--- src/kbd_tx_defs.svh ---
// timing counts, codes and field values of the keyboard transmitter
`ifndef KBD_TX_DEFS_SVH
`define KBD_TX_DEFS_SVH
`define KT_CLK_MHZ 40
`define KT_LOW_NS 41000
`define KT_HIGH_NS 35000
`define KT_PRE_NS 20000
`define KT_LOW_CYC ((`KT_LOW_NS * `KT_CLK_MHZ) / 1000)
`define KT_HIGH_CYC ((`KT_HIGH_NS * `KT_CLK_MHZ) / 1000)
`define KT_PRE_CYC ((`KT_PRE_NS * `KT_CLK_MHZ) / 1000)
`define KT_CHECK_MS 300
`define KT_TYPE_MS 500
`define KT_RPT_HZ 11
`define KT_CHECK_CYC (`KT_CHECK_MS * `KT_CLK_MHZ * 1000)
`define KT_TYPE_CYC (`KT_TYPE_MS * `KT_CLK_MHZ * 1000)
`define KT_RPT_CYC ((`KT_CLK_MHZ * 1000000) / `KT_RPT_HZ)
`define KT_SETTLE 16'h0004
`define KT_STOP_BIT 4'hA
`define KT_QDEPTH 5'h10
`define KT_CODE_DONE 8'hAA
`define KT_CODE_BREAK 8'hF0
`define KT_CODE_OVR 8'h00
`define KT_CODE_OVR1 8'hFF
`define KT_SET1_BRK 8'h80
`define KT_MODE1 2'h1
`define KT_MODE2 2'h2
`define KT_MODE3 2'h3
`define KT_ATTR_TYPE 2'h0
`define KT_ATTR_MAKE 2'h1
`define KT_ATTR_BRK 2'h2
`endif

--- src/kbd_tx_pkg.sv ---
// types shared by the keyboard transmitter
package kbd_tx_pkg;
  typedef logic [1:0] mode_t;
  typedef logic [1:0] attr_t;
  typedef struct packed {
    logic valid;
    logic pressed;
    logic [7:0] code;
  } key_ev_s;
  typedef struct packed {
    logic clk_o;
    logic clk_oe;
    logic dat_o;
    logic dat_oe;
  } line_drv_s;
  typedef enum logic [1:0] {TX_IDLE, TX_HIGH, TX_LOW} tx_state_e;
endpackage

--- src/ps2_keyboard_transmitter.sv ---
// keyboard side of the two-wire link: code generation, queue, frame sender
`timescale 1ns/100ps
`include "kbd_tx_defs.svh"

module ps2_keyboard_transmitter
  import kbd_tx_pkg::*;
#(
  parameter int unsigned CHECK_CYC = `KT_CHECK_CYC,
  parameter int unsigned TYPE_CYC = `KT_TYPE_CYC,
  parameter int unsigned RPT_CYC = `KT_RPT_CYC,
  parameter logic [7:0] PAUSE_CODE = 8'h77,
  parameter logic [7:0] NET_LO = 8'h90,
  parameter logic [7:0] NET_HI = 8'h97
) (
  // system
  input wire logic clock,
  input wire logic sys_rst,
  // key matrix events
  input wire key_ev_s key_ev,
  // mode select
  input wire logic mode_we,
  input wire mode_t mode_wr,
  // per key attributes for mode 3
  input wire logic attr_we,
  input wire logic [7:0] attr_key,
  input wire attr_t attr_wr,
  // link lines
  input wire logic link_clk_i,
  input wire logic link_dat_i,
  output line_drv_s link_drv,
  // status
  output mode_t mode,
  output logic ready,
  output logic overrun
);

  localparam logic [15:0] LOW_C = 16'(`KT_LOW_CYC);
  localparam logic [15:0] HIGH_C = 16'(`KT_HIGH_CYC);
  localparam logic [15:0] PRE_C = 16'(`KT_PRE_CYC);
  localparam logic [24:0] CHECK_C = 25'(CHECK_CYC - 1);
  localparam logic [24:0] TYPE_C = 25'(TYPE_CYC - 1);
  localparam logic [24:0] RPT_C = 25'(RPT_CYC - 1);

  logic clk_s1_q, clk_s2_q, dat_s1_q, dat_s2_q;
  logic [24:0] chk_cnt_q;
  logic ready_q;
  mode_t mode_q;
  attr_t attr_q [256];
  logic [7:0] mem_q [16];
  logic [3:0] wr_q, rd_q;
  logic [4:0] cnt_q;
  logic drop_q;
  logic [7:0] rpt_key_q;
  logic rpt_on_q, rpt_arm_q;
  logic [24:0] rpt_cnt_q;
  tx_state_e tx_st_q;
  logic [15:0] tim_q;
  logic [3:0] bit_q;
  logic [10:0] shf_q;
  line_drv_s drv_q;
  logic [3:0] nfall_q;

  logic boot_done, rpt_fire, pop, abort, fits, ovr_w, ovr_new;
  logic is_pause, is_net, can_rpt;
  logic [1:0] push_n, wr_n;
  logic [7:0] b0, b1, ovr_code;
  attr_t key_attr;

  // link line synchronisers
  always_ff @(posedge clock) begin
    clk_s1_q <= link_clk_i;
    clk_s2_q <= clk_s1_q;
    dat_s1_q <= link_dat_i;
    dat_s2_q <= dat_s1_q;
  end

  // self check timer
  assign boot_done = !ready_q && (chk_cnt_q == CHECK_C);
  always_ff @(posedge clock) begin
    if (sys_rst) begin
      chk_cnt_q <= 25'h0;
      ready_q <= 1'b0;
    end else if (!ready_q) begin
      chk_cnt_q <= chk_cnt_q + 25'h1;
      if (boot_done) begin
        ready_q <= 1'b1;
      end
    end
  end

  // mode register
  always_ff @(posedge clock) begin
    if (sys_rst) begin
      mode_q <= `KT_MODE2;
    end else if (mode_we && mode_wr != 2'h0) begin
      mode_q <= mode_wr;
    end
  end

  a_mode_reset: assert property (@(posedge clock) $past(sys_rst) && !sys_rst |-> mode_q == `KT_MODE2) else $error("mode not 2 after reset");

  // per key attribute table
  for (genvar g = 0; g < 256; g++) begin : g_attr
    always_ff @(posedge clock) begin
      if (sys_rst) begin
        attr_q[g] <= `KT_ATTR_TYPE;
      end else if (attr_we && attr_key == 8'(g)) begin
        attr_q[g] <= attr_wr;
      end
    end
  end

  // code generation
  always_comb begin
    key_attr = attr_q[key_ev.code];
    is_pause = key_ev.code == PAUSE_CODE;
    is_net = key_ev.code >= NET_LO && key_ev.code <= NET_HI;
    can_rpt = !is_pause && !is_net && (mode_q != `KT_MODE3 || key_attr == `KT_ATTR_TYPE);
    push_n = 2'h0;
    b0 = 8'h00;
    b1 = 8'h00;
    if (boot_done) begin
      push_n = 2'h1;
      b0 = `KT_CODE_DONE;
    end else if (key_ev.valid && ready_q) begin
      if (key_ev.pressed) begin
        if (!(mode_q == `KT_MODE3 && key_attr == `KT_ATTR_BRK)) begin
          push_n = 2'h1;
          b0 = key_ev.code;
        end
      end else if (!is_pause && !(mode_q == `KT_MODE3 && key_attr == `KT_ATTR_MAKE)) begin
        if (mode_q == `KT_MODE1) begin
          push_n = 2'h1;
          b0 = key_ev.code | `KT_SET1_BRK;
        end else begin
          push_n = 2'h2;
          b0 = `KT_CODE_BREAK;
          b1 = key_ev.code;
        end
      end
    end else if (rpt_fire && cnt_q == 5'h0) begin
      push_n = 2'h1;
      b0 = rpt_key_q;
    end
  end

  a_pause_make: assert property (@(posedge clock) disable iff (sys_rst) key_ev.valid && !key_ev.pressed && ready_q && key_ev.code == PAUSE_CODE |-> push_n == 2'h0) else $error("pause key sent a break");

  // typematic repeat of newest key
  assign rpt_fire = rpt_on_q && (rpt_cnt_q == (rpt_arm_q ? RPT_C : TYPE_C));
  always_ff @(posedge clock) begin
    if (sys_rst) begin
      rpt_on_q <= 1'b0;
      rpt_arm_q <= 1'b0;
      rpt_cnt_q <= 25'h0;
      rpt_key_q <= 8'h00;
    end else if (key_ev.valid && ready_q && key_ev.pressed) begin
      rpt_on_q <= can_rpt;
      rpt_arm_q <= 1'b0;
      rpt_cnt_q <= 25'h0;
      rpt_key_q <= key_ev.code;
    end else if (key_ev.valid && !key_ev.pressed && key_ev.code == rpt_key_q) begin
      rpt_on_q <= 1'b0;
    end else if (rpt_fire) begin
      rpt_arm_q <= 1'b1;
      rpt_cnt_q <= 25'h0;
    end else if (rpt_on_q) begin
      rpt_cnt_q <= rpt_cnt_q + 25'h1;
    end
  end

  // scan code queue
  always_comb begin
    ovr_code = (mode_q == `KT_MODE1) ? `KT_CODE_OVR1 : `KT_CODE_OVR;
    fits = ({3'h0, push_n} <= (`KT_QDEPTH - cnt_q));
    wr_n = (push_n != 2'h0 && !drop_q && fits) ? push_n : 2'h0;
    ovr_w = push_n != 2'h0 && !drop_q && !fits;
    ovr_new = ovr_w && cnt_q != `KT_QDEPTH;
  end

  always_ff @(posedge clock) begin
    if (wr_n != 2'h0) begin
      mem_q[wr_q] <= b0;
      if (wr_n == 2'h2) begin
        mem_q[4'(wr_q + 4'h1)] <= b1;
      end
    end else if (ovr_new) begin
      mem_q[wr_q] <= ovr_code;
    end else if (ovr_w) begin
      mem_q[4'(wr_q - 4'h1)] <= ovr_code;
    end
  end

  always_ff @(posedge clock) begin
    if (sys_rst) begin
      wr_q <= 4'h0;
      rd_q <= 4'h0;
      cnt_q <= 5'h0;
      drop_q <= 1'b0;
    end else begin
      wr_q <= wr_q + {2'h0, wr_n} + {3'h0, ovr_new};
      rd_q <= rd_q + {3'h0, pop};
      cnt_q <= cnt_q + {3'h0, wr_n} + {4'h0, ovr_new} - {4'h0, pop};
      if (ovr_w) begin
        drop_q <= 1'b1;
      end else if (cnt_q == 5'h0) begin
        drop_q <= 1'b0;
      end
    end
  end

  a_q_bound: assert property (@(posedge clock) disable iff (sys_rst) cnt_q <= `KT_QDEPTH) else $error("queue count above depth");
  a_first_done: assert property (@(posedge clock) disable iff (sys_rst) $rose(ready_q) |-> cnt_q == 5'h1 && mem_q[rd_q] == `KT_CODE_DONE) else $error("completion code missing");
  a_break_pair: assert property (@(posedge clock) disable iff (sys_rst) wr_n == 2'h2 |=> mem_q[$past(wr_q)] == `KT_CODE_BREAK && mem_q[4'($past(wr_q) + 4'h1)] == $past(key_ev.code)) else $error("break pair wrong");

  // frame sender
  assign pop = tx_st_q == TX_LOW && tim_q == LOW_C - 16'h1 && bit_q == `KT_STOP_BIT;
  assign abort = tx_st_q == TX_HIGH && bit_q == `KT_STOP_BIT && tim_q >= `KT_SETTLE && !clk_s2_q;

  always_ff @(posedge clock) begin
    if (sys_rst) begin
      tx_st_q <= TX_IDLE;
      tim_q <= 16'h0;
      bit_q <= 4'h0;
      shf_q <= 11'h7FF;
      drv_q <= '0;
    end else begin
      case (tx_st_q)
        TX_IDLE: begin
          drv_q <= '0;
          if (ready_q && cnt_q != 5'h0 && clk_s2_q && dat_s2_q) begin
            tim_q <= tim_q + 16'h1;
            if (tim_q == PRE_C - 16'h1) begin
              shf_q <= {1'b1, ~^mem_q[rd_q], mem_q[rd_q], 1'b0};
              drv_q.dat_oe <= 1'b1;
              bit_q <= 4'h0;
              tim_q <= 16'h0;
              tx_st_q <= TX_HIGH;
            end
          end else begin
            tim_q <= 16'h0;
          end
        end
        TX_HIGH: begin
          tim_q <= tim_q + 16'h1;
          if (abort) begin
            drv_q <= '0;
            tim_q <= 16'h0;
            tx_st_q <= TX_IDLE;
          end else if (tim_q == HIGH_C - 16'h1) begin
            drv_q.clk_oe <= 1'b1;
            tim_q <= 16'h0;
            tx_st_q <= TX_LOW;
          end
        end
        TX_LOW: begin
          tim_q <= tim_q + 16'h1;
          if (tim_q == LOW_C - 16'h1) begin
            drv_q.clk_oe <= 1'b0;
            tim_q <= 16'h0;
            if (bit_q == `KT_STOP_BIT) begin
              drv_q.dat_oe <= 1'b0;
              tx_st_q <= TX_IDLE;
            end else begin
              bit_q <= bit_q + 4'h1;
              shf_q <= {1'b1, shf_q[10:1]};
              drv_q.dat_oe <= ~shf_q[1];
              tx_st_q <= TX_HIGH;
            end
          end
        end
        default: begin
          tx_st_q <= TX_IDLE;
        end
      endcase
    end
  end

  // host low on clock is watched in idle and, within a frame, only in the high phase of the stop bit, far inside 60 us
  a_inhibit_hold: assert property (@(posedge clock) disable iff (sys_rst) tx_st_q == TX_IDLE && !clk_s2_q |=> tx_st_q == TX_IDLE) else $error("frame began while inhibited");
  a_abort_keep: assert property (@(posedge clock) disable iff (sys_rst) abort |=> tx_st_q == TX_IDLE && cnt_q >= $past(cnt_q)) else $error("aborted byte lost");
  a_low_len: assert property (@(posedge clock) disable iff (sys_rst) $fell(drv_q.clk_oe) && !$past(sys_rst) |-> $past(tim_q) == LOW_C - 16'h1 && $past(tx_st_q) == TX_LOW) else $error("clock low length wrong");
  a_high_len: assert property (@(posedge clock) disable iff (sys_rst) $rose(drv_q.clk_oe) |-> $past(tim_q) == HIGH_C - 16'h1) else $error("clock high length wrong");
  a_start_low: assert property (@(posedge clock) disable iff (sys_rst) tx_st_q == TX_HIGH && bit_q == 4'h0 |-> drv_q.dat_oe) else $error("start bit not low");
  a_idle_free: assert property (@(posedge clock) disable iff (sys_rst) tx_st_q == TX_IDLE |-> !drv_q.clk_oe && !drv_q.dat_oe) else $error("line driven between frames");
  a_pre_wait: assert property (@(posedge clock) disable iff (sys_rst) tx_st_q == TX_IDLE ##1 tx_st_q == TX_HIGH |-> $past(tim_q) == PRE_C - 16'h1 && $past(clk_s2_q)) else $error("idle high time too short");

  // clock falls per frame, for checking
  always_ff @(posedge clock) begin
    if (sys_rst || tx_st_q == TX_IDLE) begin
      nfall_q <= 4'h0;
    end else if (tx_st_q == TX_HIGH && tim_q == HIGH_C - 16'h1 && !abort) begin
      nfall_q <= nfall_q + 4'h1;
    end
  end

  a_frame_bits: assert property (@(posedge clock) disable iff (sys_rst) pop |-> nfall_q == 4'hB) else $error("frame not eleven clocks");

  assign link_drv = drv_q;
  assign mode = mode_q;
  assign ready = ready_q;
  assign overrun = drop_q;

endmodule // ps2_keyboard_transmitter

--- config.mk ---
export PLATFORM = sky130hd
export DESIGN_NAME = ps2_keyboard_transmitter
export DESIGN_NICKNAME = d
export VERILOG_FILES = /design/src/kbd_tx_pkg.sv /design/src/ps2_keyboard_transmitter.sv
export VERILOG_INCLUDE_DIRS = /design/src /design/src/src
export SDC_FILE = /design/constraint.sdc
export NUM_CORES = 1
export LEC_CHECK = 0
export BUFFER_PORTS_ARGS = -buffer_cell sky130_fd_sc_hd__buf_2
export CELL_PAD_IN_SITES_DETAIL_PLACEMENT = 0
export CELL_PAD_IN_SITES_GLOBAL_PLACEMENT = 2
export CORE_ASPECT_RATIO = 0.75
export CORE_MARGIN = 2
export CORE_UTILIZATION = 44
export DETAILED_ROUTE_END_ITERATION = 12
export HOLD_SLACK_MARGIN = 0.1
export PLACE_DENSITY = 0.79
export SETUP_SLACK_MARGIN = 0.3
export SLEW_MARGIN = 40
export SYNTH_ARGS = -nofsm -noshare
export SYNTH_HDL_FRONTEND = slang
export SYNTH_SLANG_ARGS = --single-unit
--- constraint.sdc ---
create_clock -name clock -period 8.78 [get_ports clock]
set_input_delay 1.317 -clock clock [delete_from_list [all_inputs] [get_ports clock]]
set_output_delay 1.317 -clock clock [all_outputs]
set_load 0.05 [all_outputs]
==> impl_metrics.json, run 1 <==
{
  "outcome": "complete, no violations",
  "ys_async_sr_fraction_pct": 0,
  "die_w_um": 340.1,
  "netlist_area_sq_um": 37270,
  "holdCritPathClass": "flop to flop",
  "cts_tree": "yes",
  "area_growth_pct": 9.648,
  "power.density_nw_per_um2": 194.4,
  "seq_area_sq_um": 21510,
  "worst_setup_path_start_kind": "primary input",
  "wl_met1_um": 49510,
  "die_y_um": 256.0,
  "synth_ff_type": "edfxtp_1",
  "yosys_warnings": 0,
  "skew_ns": 0.03148,
  "drive_above_1_share_pct": 12.84,
  "crit_required_ns": 9.34,
  "slew_viol_final": 0,
  "seq_area_frac_synth_pct": 57.69,
  "clock_latency_ns": 0.66,
  "fillerInstances": 7340,
  "numCtsBuffers": 80,
  "maxCapViolCount": 0,
  "htree_levels": 3,
  "postCtsSetupBuffers": 0,
  "gr-usage-all-layers_pct": 24.69,
  "timing.final.crit_share_pct": 84.82,
  "rsz0062_at_grt": "no",
  "clockBufferDepth": 3,
  "worst-path-max-fanout": 55,
  "routed_via_density": 6.065,
  "wl_um": 108000,
  "synth_seq_cells": 754,
  "dp_hpwl_um": 69910,
  "grt_pass1_wl_um": 161800,
  "setup_viol": 0,
  "post_cts_resized": 0,
  "setup_tns_ns": 0,
  "wl_met2_um": 45570,
  "clock-sinks": 754,
  "grt_overflow": 0,
  "wl_met3_um": 10700,
  "cts.clk_slew.worst_paths_ns": 0.06,
  "clock.fmax_mhz": 134.3,
  "initial_core_util_pct": 44.41,
  "power_leakage_uw": 0.01314,
  "critPathArrivalTime_ns": 8.01,
  "path_class": "primary input to flop",
  "coreArea_sq_um": 83920,
  "synth-edff-count": 640,
  "ant_nets": 0,
  "worstSetupEndpointType": "flop",
  "syn_inst": 3163,
  "slew_headroom_pct": 29.20,
  "grt_max_degree": 124,
  "ios": 36,
  "fin_crit_ns": 7.448,
  "grt_pass1_vias": 24940,
  "topRoutingLayerUsed": "met4",
  "multi_input_area_sq_um": 14440,
  "fp.dieArea_sq_um": 87070,
  "port_buffers": 33,
  "place.gp.congestion": 0.8455,
  "cts.hold.buffers_added": 0,
  "ys_types": 93,
  "initialDrtViolationCount": 3051,
  "cts-root-buf": "clkbuf_16",
  "firstDrtPassIters": 5,
  "avgSynthCellArea_sq_um": 11.78,
  "vias": 25830,
  "finalNetCount": 3132,
  "max_slew.worst_pin.slew_ns": 1.035,
  "finalHoldViolCount": 0,
  "num_rows": 92,
  "grt_antenna_before_repair": 1,
  "fin_hold_ws_ns": 0.3292,
  "post_drt_wl_per_cell_um": 25.36,
  "drc_errors": 0,
  "vdd_drop_max_uv": 136.9
}
## path summary, 6_finish.rpt
kind | depth (start not counted) | slack (ns) | start | end
setup / recovery | 26 | 1.33 | key_ev[2] | cnt_q[4]$_SDFF_PP0_
hold / removal | 0 | 0.33 | dat_s1_q$_DFF_P_ | dat_s2_q$_DFF_P_
setup reg to reg | 24 | 2.51 | attr_q[94][0]$_SDFFCE_PN0P_ | cnt_q[4]$_SDFF_PP0_
hold reg to reg | 0 | 0.33 | dat_s1_q$_DFF_P_ | dat_s2_q$_DFF_P_
## area by class of cell
class	instances	share of cell area [%]
Antenna cell	1	0.006124
Clock buffer	103	5.334
Clock inverter	39	0.7991
Inverter	44	0.4042
Multi-Input combinational cell	2082	35.33
Sequential cell	754	52.63
Tap cell	1128	3.454
Timing Repair Buffer	108	2.045
## cell families after synthesis
| group | count (synthesis) | synth area share, % |
|---|---|---|
| other | 1 | 0.01006 |
| flip-flops | 754 | 57.69 |
| XOR/XNOR | 88 | 2.068 |
| AND/OR/NAND/NOR | 1079 | 12.68 |
| adder cells (fa/ha/maj) | 34 | 1.222 |
| AO/OA/AOI/OAI | 619 | 11.52 |
| buffers and inverters | 328 | 3.884 |
| multiplexers | 260 | 10.93 |
## per-layer routing
metal | vias up | GRT usage (%)
met5 | - | 0
met4 | 0 | 6.256
met3 | 145 | 4.902
met2 | 1199 | 34.53
met1 | 13050 | 38.89
li1 | 11430 | -
## critical path, stage by stage
cell and delay [ns]:
buf_6 0.48, buf_4 0.43, mux2i_1 0.29, a22oi_1 0.15, a2111oi_0 0.96, a311oi_1 0.09, nand4_1 0.22, o21ai_2 0.15
o211a_1 0.40, ha_1 0.36, nor2b_1 0.12, o211ai_1 0.10, nor3_1 0.40, nand2b_1 0.16, a21o_2 0.28, or2_2 0.33
ha_1 0.28, inv_1 0.04, fa_1 0.38, inv_1 0.08, fa_1 0.21, inv_1 0.05, a21oi_1 0.12, nor2_1 0.06
or3_1 0.34, a21oi_1 0.14
## metrics by stage
| step | util (%) | std cells | area (sq um) | setup slack (ns) | total power (uW) |
|---|---|---|---|---|---|
| floorplan | - | 3164 | 37270 | 2.115 | 4488 |
| global placement | 45.53 | 4109 | 38210 | 0.6322 | 4661 |
| detailed placement | 45.65 | 4113 | 38310 | 0.6871 | 4677 |
| CTS | 48.64 | 4255 | 40820 | 1.345 | 7977 |
| global route | 48.70 | 4259 | 40870 | 0.9416 | 8175 |
| finish | 48.70 | 4259 | 40870 | 1.332 | 7943 |
## synth_stat cells (all sizes together) (5+ instances only)
cell type / count / share of area, %
a31o: 5 / 0.12
a211o: 11 / 0.26
a21o: 8 / 0.16
a22oi: 50 / 1.0
nor3: 27 / 0.38
edfxtp: 640 / 52
nand3: 81 / 1.1
nor4: 15 / 0.29
or3: 15 / 0.25
and2: 17 / 0.29
dfxtp: 114 / 6.1
o21ai: 105 / 1.4
o211ai: 5 / 0.10
a21oi: 83 / 1.1
ha: 30 / 1.0
inv: 43 / 0.43
a41o: 5 / 0.13
and3: 24 / 0.40
a31oi: 25 / 0.42
or2: 10 / 0.17
xor2: 48 / 1.1
nand4b: 5 / 0.12
nand4: 33 / 0.55
buf: 60 / 1.2
a211oi: 6 / 0.13
o21bai: 258 / 5.2
nand3b: 8 / 0.16
xnor2: 40 / 0.94
a221oi: 7 / 0.18
nor2b: 32 / 0.54
mux2: 15 / 0.45
nand2: 142 / 1.4
nand2b: 10 / 0.17
clkbuf: 224 / 2.3
mux4: 116 / 7.0
mux2i: 129 / 3.5
a32oi: 10 / 0.23
nor2: 645 / 6.5
## flip-flops by register name (all words and copies together) (netlist names), 2 cells and up
| signal | flops |
|---|---|
| mem_q | 128 |
| mode | 2 |
| link_drv | 2 |
| rpt_key_q | 8 |
| tx_st_q | 2 |
| tim_q | 16 |
| attr_q | 512 |
| rpt_cnt_q | 25 |
| chk_cnt_q | 25 |
| rd_q | 4 |
| shf_q | 9 |
| cnt_q | 5 |
| wr_q | 4 |
| bit_q | 4 |
## power breakdown
group | internal (uW) | switching [uW]
logic | 201 | 352
registers | 4000 | 54.5
clock network | 1900 | 1440
## placed cells by master (no fill, tap or decap), drive strengths merged, types with 17 or more instances in the layout
cell,instances
o21bai,258
inv,45
dfxtp,114
clkinv,31
nor2,645
nor2b,32
and2,17
mux4,116
mux2i,129
xnor2,40
a21oi,83
nand4,33
ha,30
nor3,27
xor2,48
clkbuf,105
and3,24
edfxtp,640
a31oi,25
buf,106
nand3,81
a22oi,50
nand2,142
o21ai,105
Power figures use the tool's default switching activity.
==> run 2: changes to the inputs <==
- CORE_UTILIZATION: 44 -> 40
- PLACE_DENSITY: 0.79 -> 0.76
- clock period: 8.78 -> 6.4 ns (I/O delays scaled with it)
==> run 2 against run 1 <==
Compared with the run above: combinational power increased by 51%; final area increased by 3.4%; sequential share of layout area decreased by 1.7 points; critical path depth increased by 1; final cell count increased by 5.2%; first-iteration DRC count decreased by 6.9%; utilization decreased by 2.7 points; global-route usage decreased by 1.9 points.
==> impl_metrics.json, run 2 (same netlist as run 1, synthesis figures left out) <==
{
  "outcome": "complete, no violations",
  "cts.clk_slew.worst_paths_ns": 0.06,
  "place.gp.congestion": 0.8657,
  "dp_hpwl_um": 72300,
  "clockBufferDepth": 3,
  "fin_crit_ns": 5.833,
  "top_regs": "attr_q x512, mem_q x128",
  "diodes": 0,
  "final_cell_mix": "nor2_1 (644), edfxtp_1 (640), o21bai_1 (257)",
  "drive_above_1_share_pct": 16.55,
  "largest_reg_flops": 512,
  "maxCapViolCount": 0,
  "power.density_nw_per_um2": 260.1,
  "cts_tree": "yes",
  "coreArea_sq_um": 91890,
  "ant_nets": 0,
  "worstSetupEndpointType": "flop",
  "die_y_um": 268.4,
  "ios": 36,
  "power_leakage_uw": 0.01385,
  "htree_levels": 3,
  "critPathArrivalTime_ns": 6.39,
  "timing.final.crit_share_pct": 91.14,
  "post_drt_wl_per_cell_um": 24.39,
  "fin_cells": 4481,
  "slew_viol_final": 0,
  "top_register": "attr_q",
  "port_buffers": 33,
  "slew_headroom_pct": 40.15,
  "path_class": "primary input to flop",
  "grt_antenna_before_repair": 1,
  "place_area_sq_um": 39550,
  "area_growth_pct": 13.37,
  "setup_tns_ns": 0,
  "worst-path-max-fanout": 21,
  "gr-usage-all-layers_pct": 22.79,
  "finalNetCount": 3256,
  "worstHoldPathCells": 0,
  "initial_core_util_pct": 40.56,
  "grt_pass1_wl_um": 164100,
  "clock.fmax_mhz": 171.4,
  "fp.dieArea_sq_um": 95660,
  "final_cell_area_sq_um": 42250,
  "crit_required_ns": 6.96,
  "placedCellCount": 4331,
  "skew_ns": 0.02855,
  "routed_via_density": 5.862,
  "grt_overflow": 0,
  "vias": 26270,
  "clock_latency_ns": 0.66,
  "layout_commonest_cell": "nor2_1",
  "setup_viol": 0,
  "grt_pass1_vias": 25530,
  "rsz0062_at_grt": "no",
  "worstRegToRegCells": 25,
  "vdd_drop_max_uv": 209.5,
  "firstDrtPassIters": 5,
  "initialDrtViolationCount": 2840,
  "numCtsBuffers": 79,
  "clock-sinks": 754,
  "drc_errors": 0,
  "max_slew.worst_pin.slew_ns": 0.8958,
  "wl_um": 109300,
  "cts-root-buf": "clkbuf_16",
  "holdCritPathClass": "flop to flop",
  "grt_max_degree": 212,
  "die_w_um": 356.5,
  "fillerInstances": 8277,
  "num_rows": 96,
  "worst_setup_path_start_kind": "primary input",
  "finalHoldViolCount": 0
}
## run 2: area by class of cell
cell class,count,area (sq um),area share (%)
Tap cell,1225,1533,3.628
Timing Repair Buffer,233,2029,4.803
Multi-Input combinational cell,2082,14490,34.29
Inverter,44,165.2,0.3909
Clock inverter,45,440.4,1.042
Clock buffer,98,2090,4.945
Sequential cell,754,21510,50.90
## run 2: final timing paths
| kind | to | slack [ns] | start |
|---|---|---|---|
| min reg2reg | clk_s2_q$_DFF_P_ | 0.33 | clk_s1_q$_DFF_P_ |
| max reg2reg | cnt_q[4]$_SDFF_PP0_ | 0.87 | attr_q[131][1]$_SDFFCE_PN0P_ |
| min | clk_s2_q$_DFF_P_ | 0.33 | clk_s1_q$_DFF_P_ |
| max | cnt_q[4]$_SDFF_PP0_ | 0.57 | key_ev[2] |
## run 2: routing by layer
layer / routed length, um / global-route usage (%) / vias to the layer above
li1: - / - / 11680
met1: 50770 / 35.17 / 13290
met2: 47300 / 33.73 / 1150
met3: 8960 / 3.171 / 148
met4: 2276 / 5.462 / 0
met5: 0 / 0 / -
## run 2: power breakdown
group          internal [uW]  switching [uW]  leakage (uW)
logic                    338             495       0.00563
clock network           2610            1980       0.00123
registers               5490            74.0       0.00700
total                   8440            2550        0.0139
## run 2: through the flow
| stage | setup slack [ns] | total power, uW | util, % | hold WS (ns) |
|---|---|---|---|---|
| after floorplan | 0.3095 | 6159 | - | 0.3096 |
| after global placement | -0.4401 | 6462 | 42.98 | 0.3123 |
| after detailed placement | -0.3472 | 6480 | 43.04 | 0.3248 |
| after CTS | 0.3167 | 11060 | 45.79 | 0.3377 |
| after global routing | 0.3187 | 11320 | 45.98 | 0.3420 |
| final | 0.5668 | 10990 | 45.98 | 0.3325 |
## run 2: repair_timing
item,4_1_cts,5_1_grt
resized for setup,0,13
hold buffers,0,0
setup endpoints to repair,0,118
buffers inserted,0,2
## run 2: worst max-delay path, stage by stage
cell       delay, ns
buf_8           0.25
nor2b_1         0.32
buf_4           0.25
a22oi_1         0.10
a2111oi_2       0.60
nor2_1          0.08
nand4_1         0.26
buf_4           0.18
o21ai_2         0.05
o211a_1         0.28
ha_1            0.31
nor2b_1         0.13
o211ai_1        0.12
nor3_2          0.20
nand2b_1        0.11
a21o_4          0.19
or2_4           0.23
ha_1            0.27
inv_1           0.05
fa_1            0.39
inv_1           0.09
fa_2            0.20
inv_1           0.04
a21oi_1         0.12
nor2_1          0.06
or3_1           0.34
a21oi_1         0.15
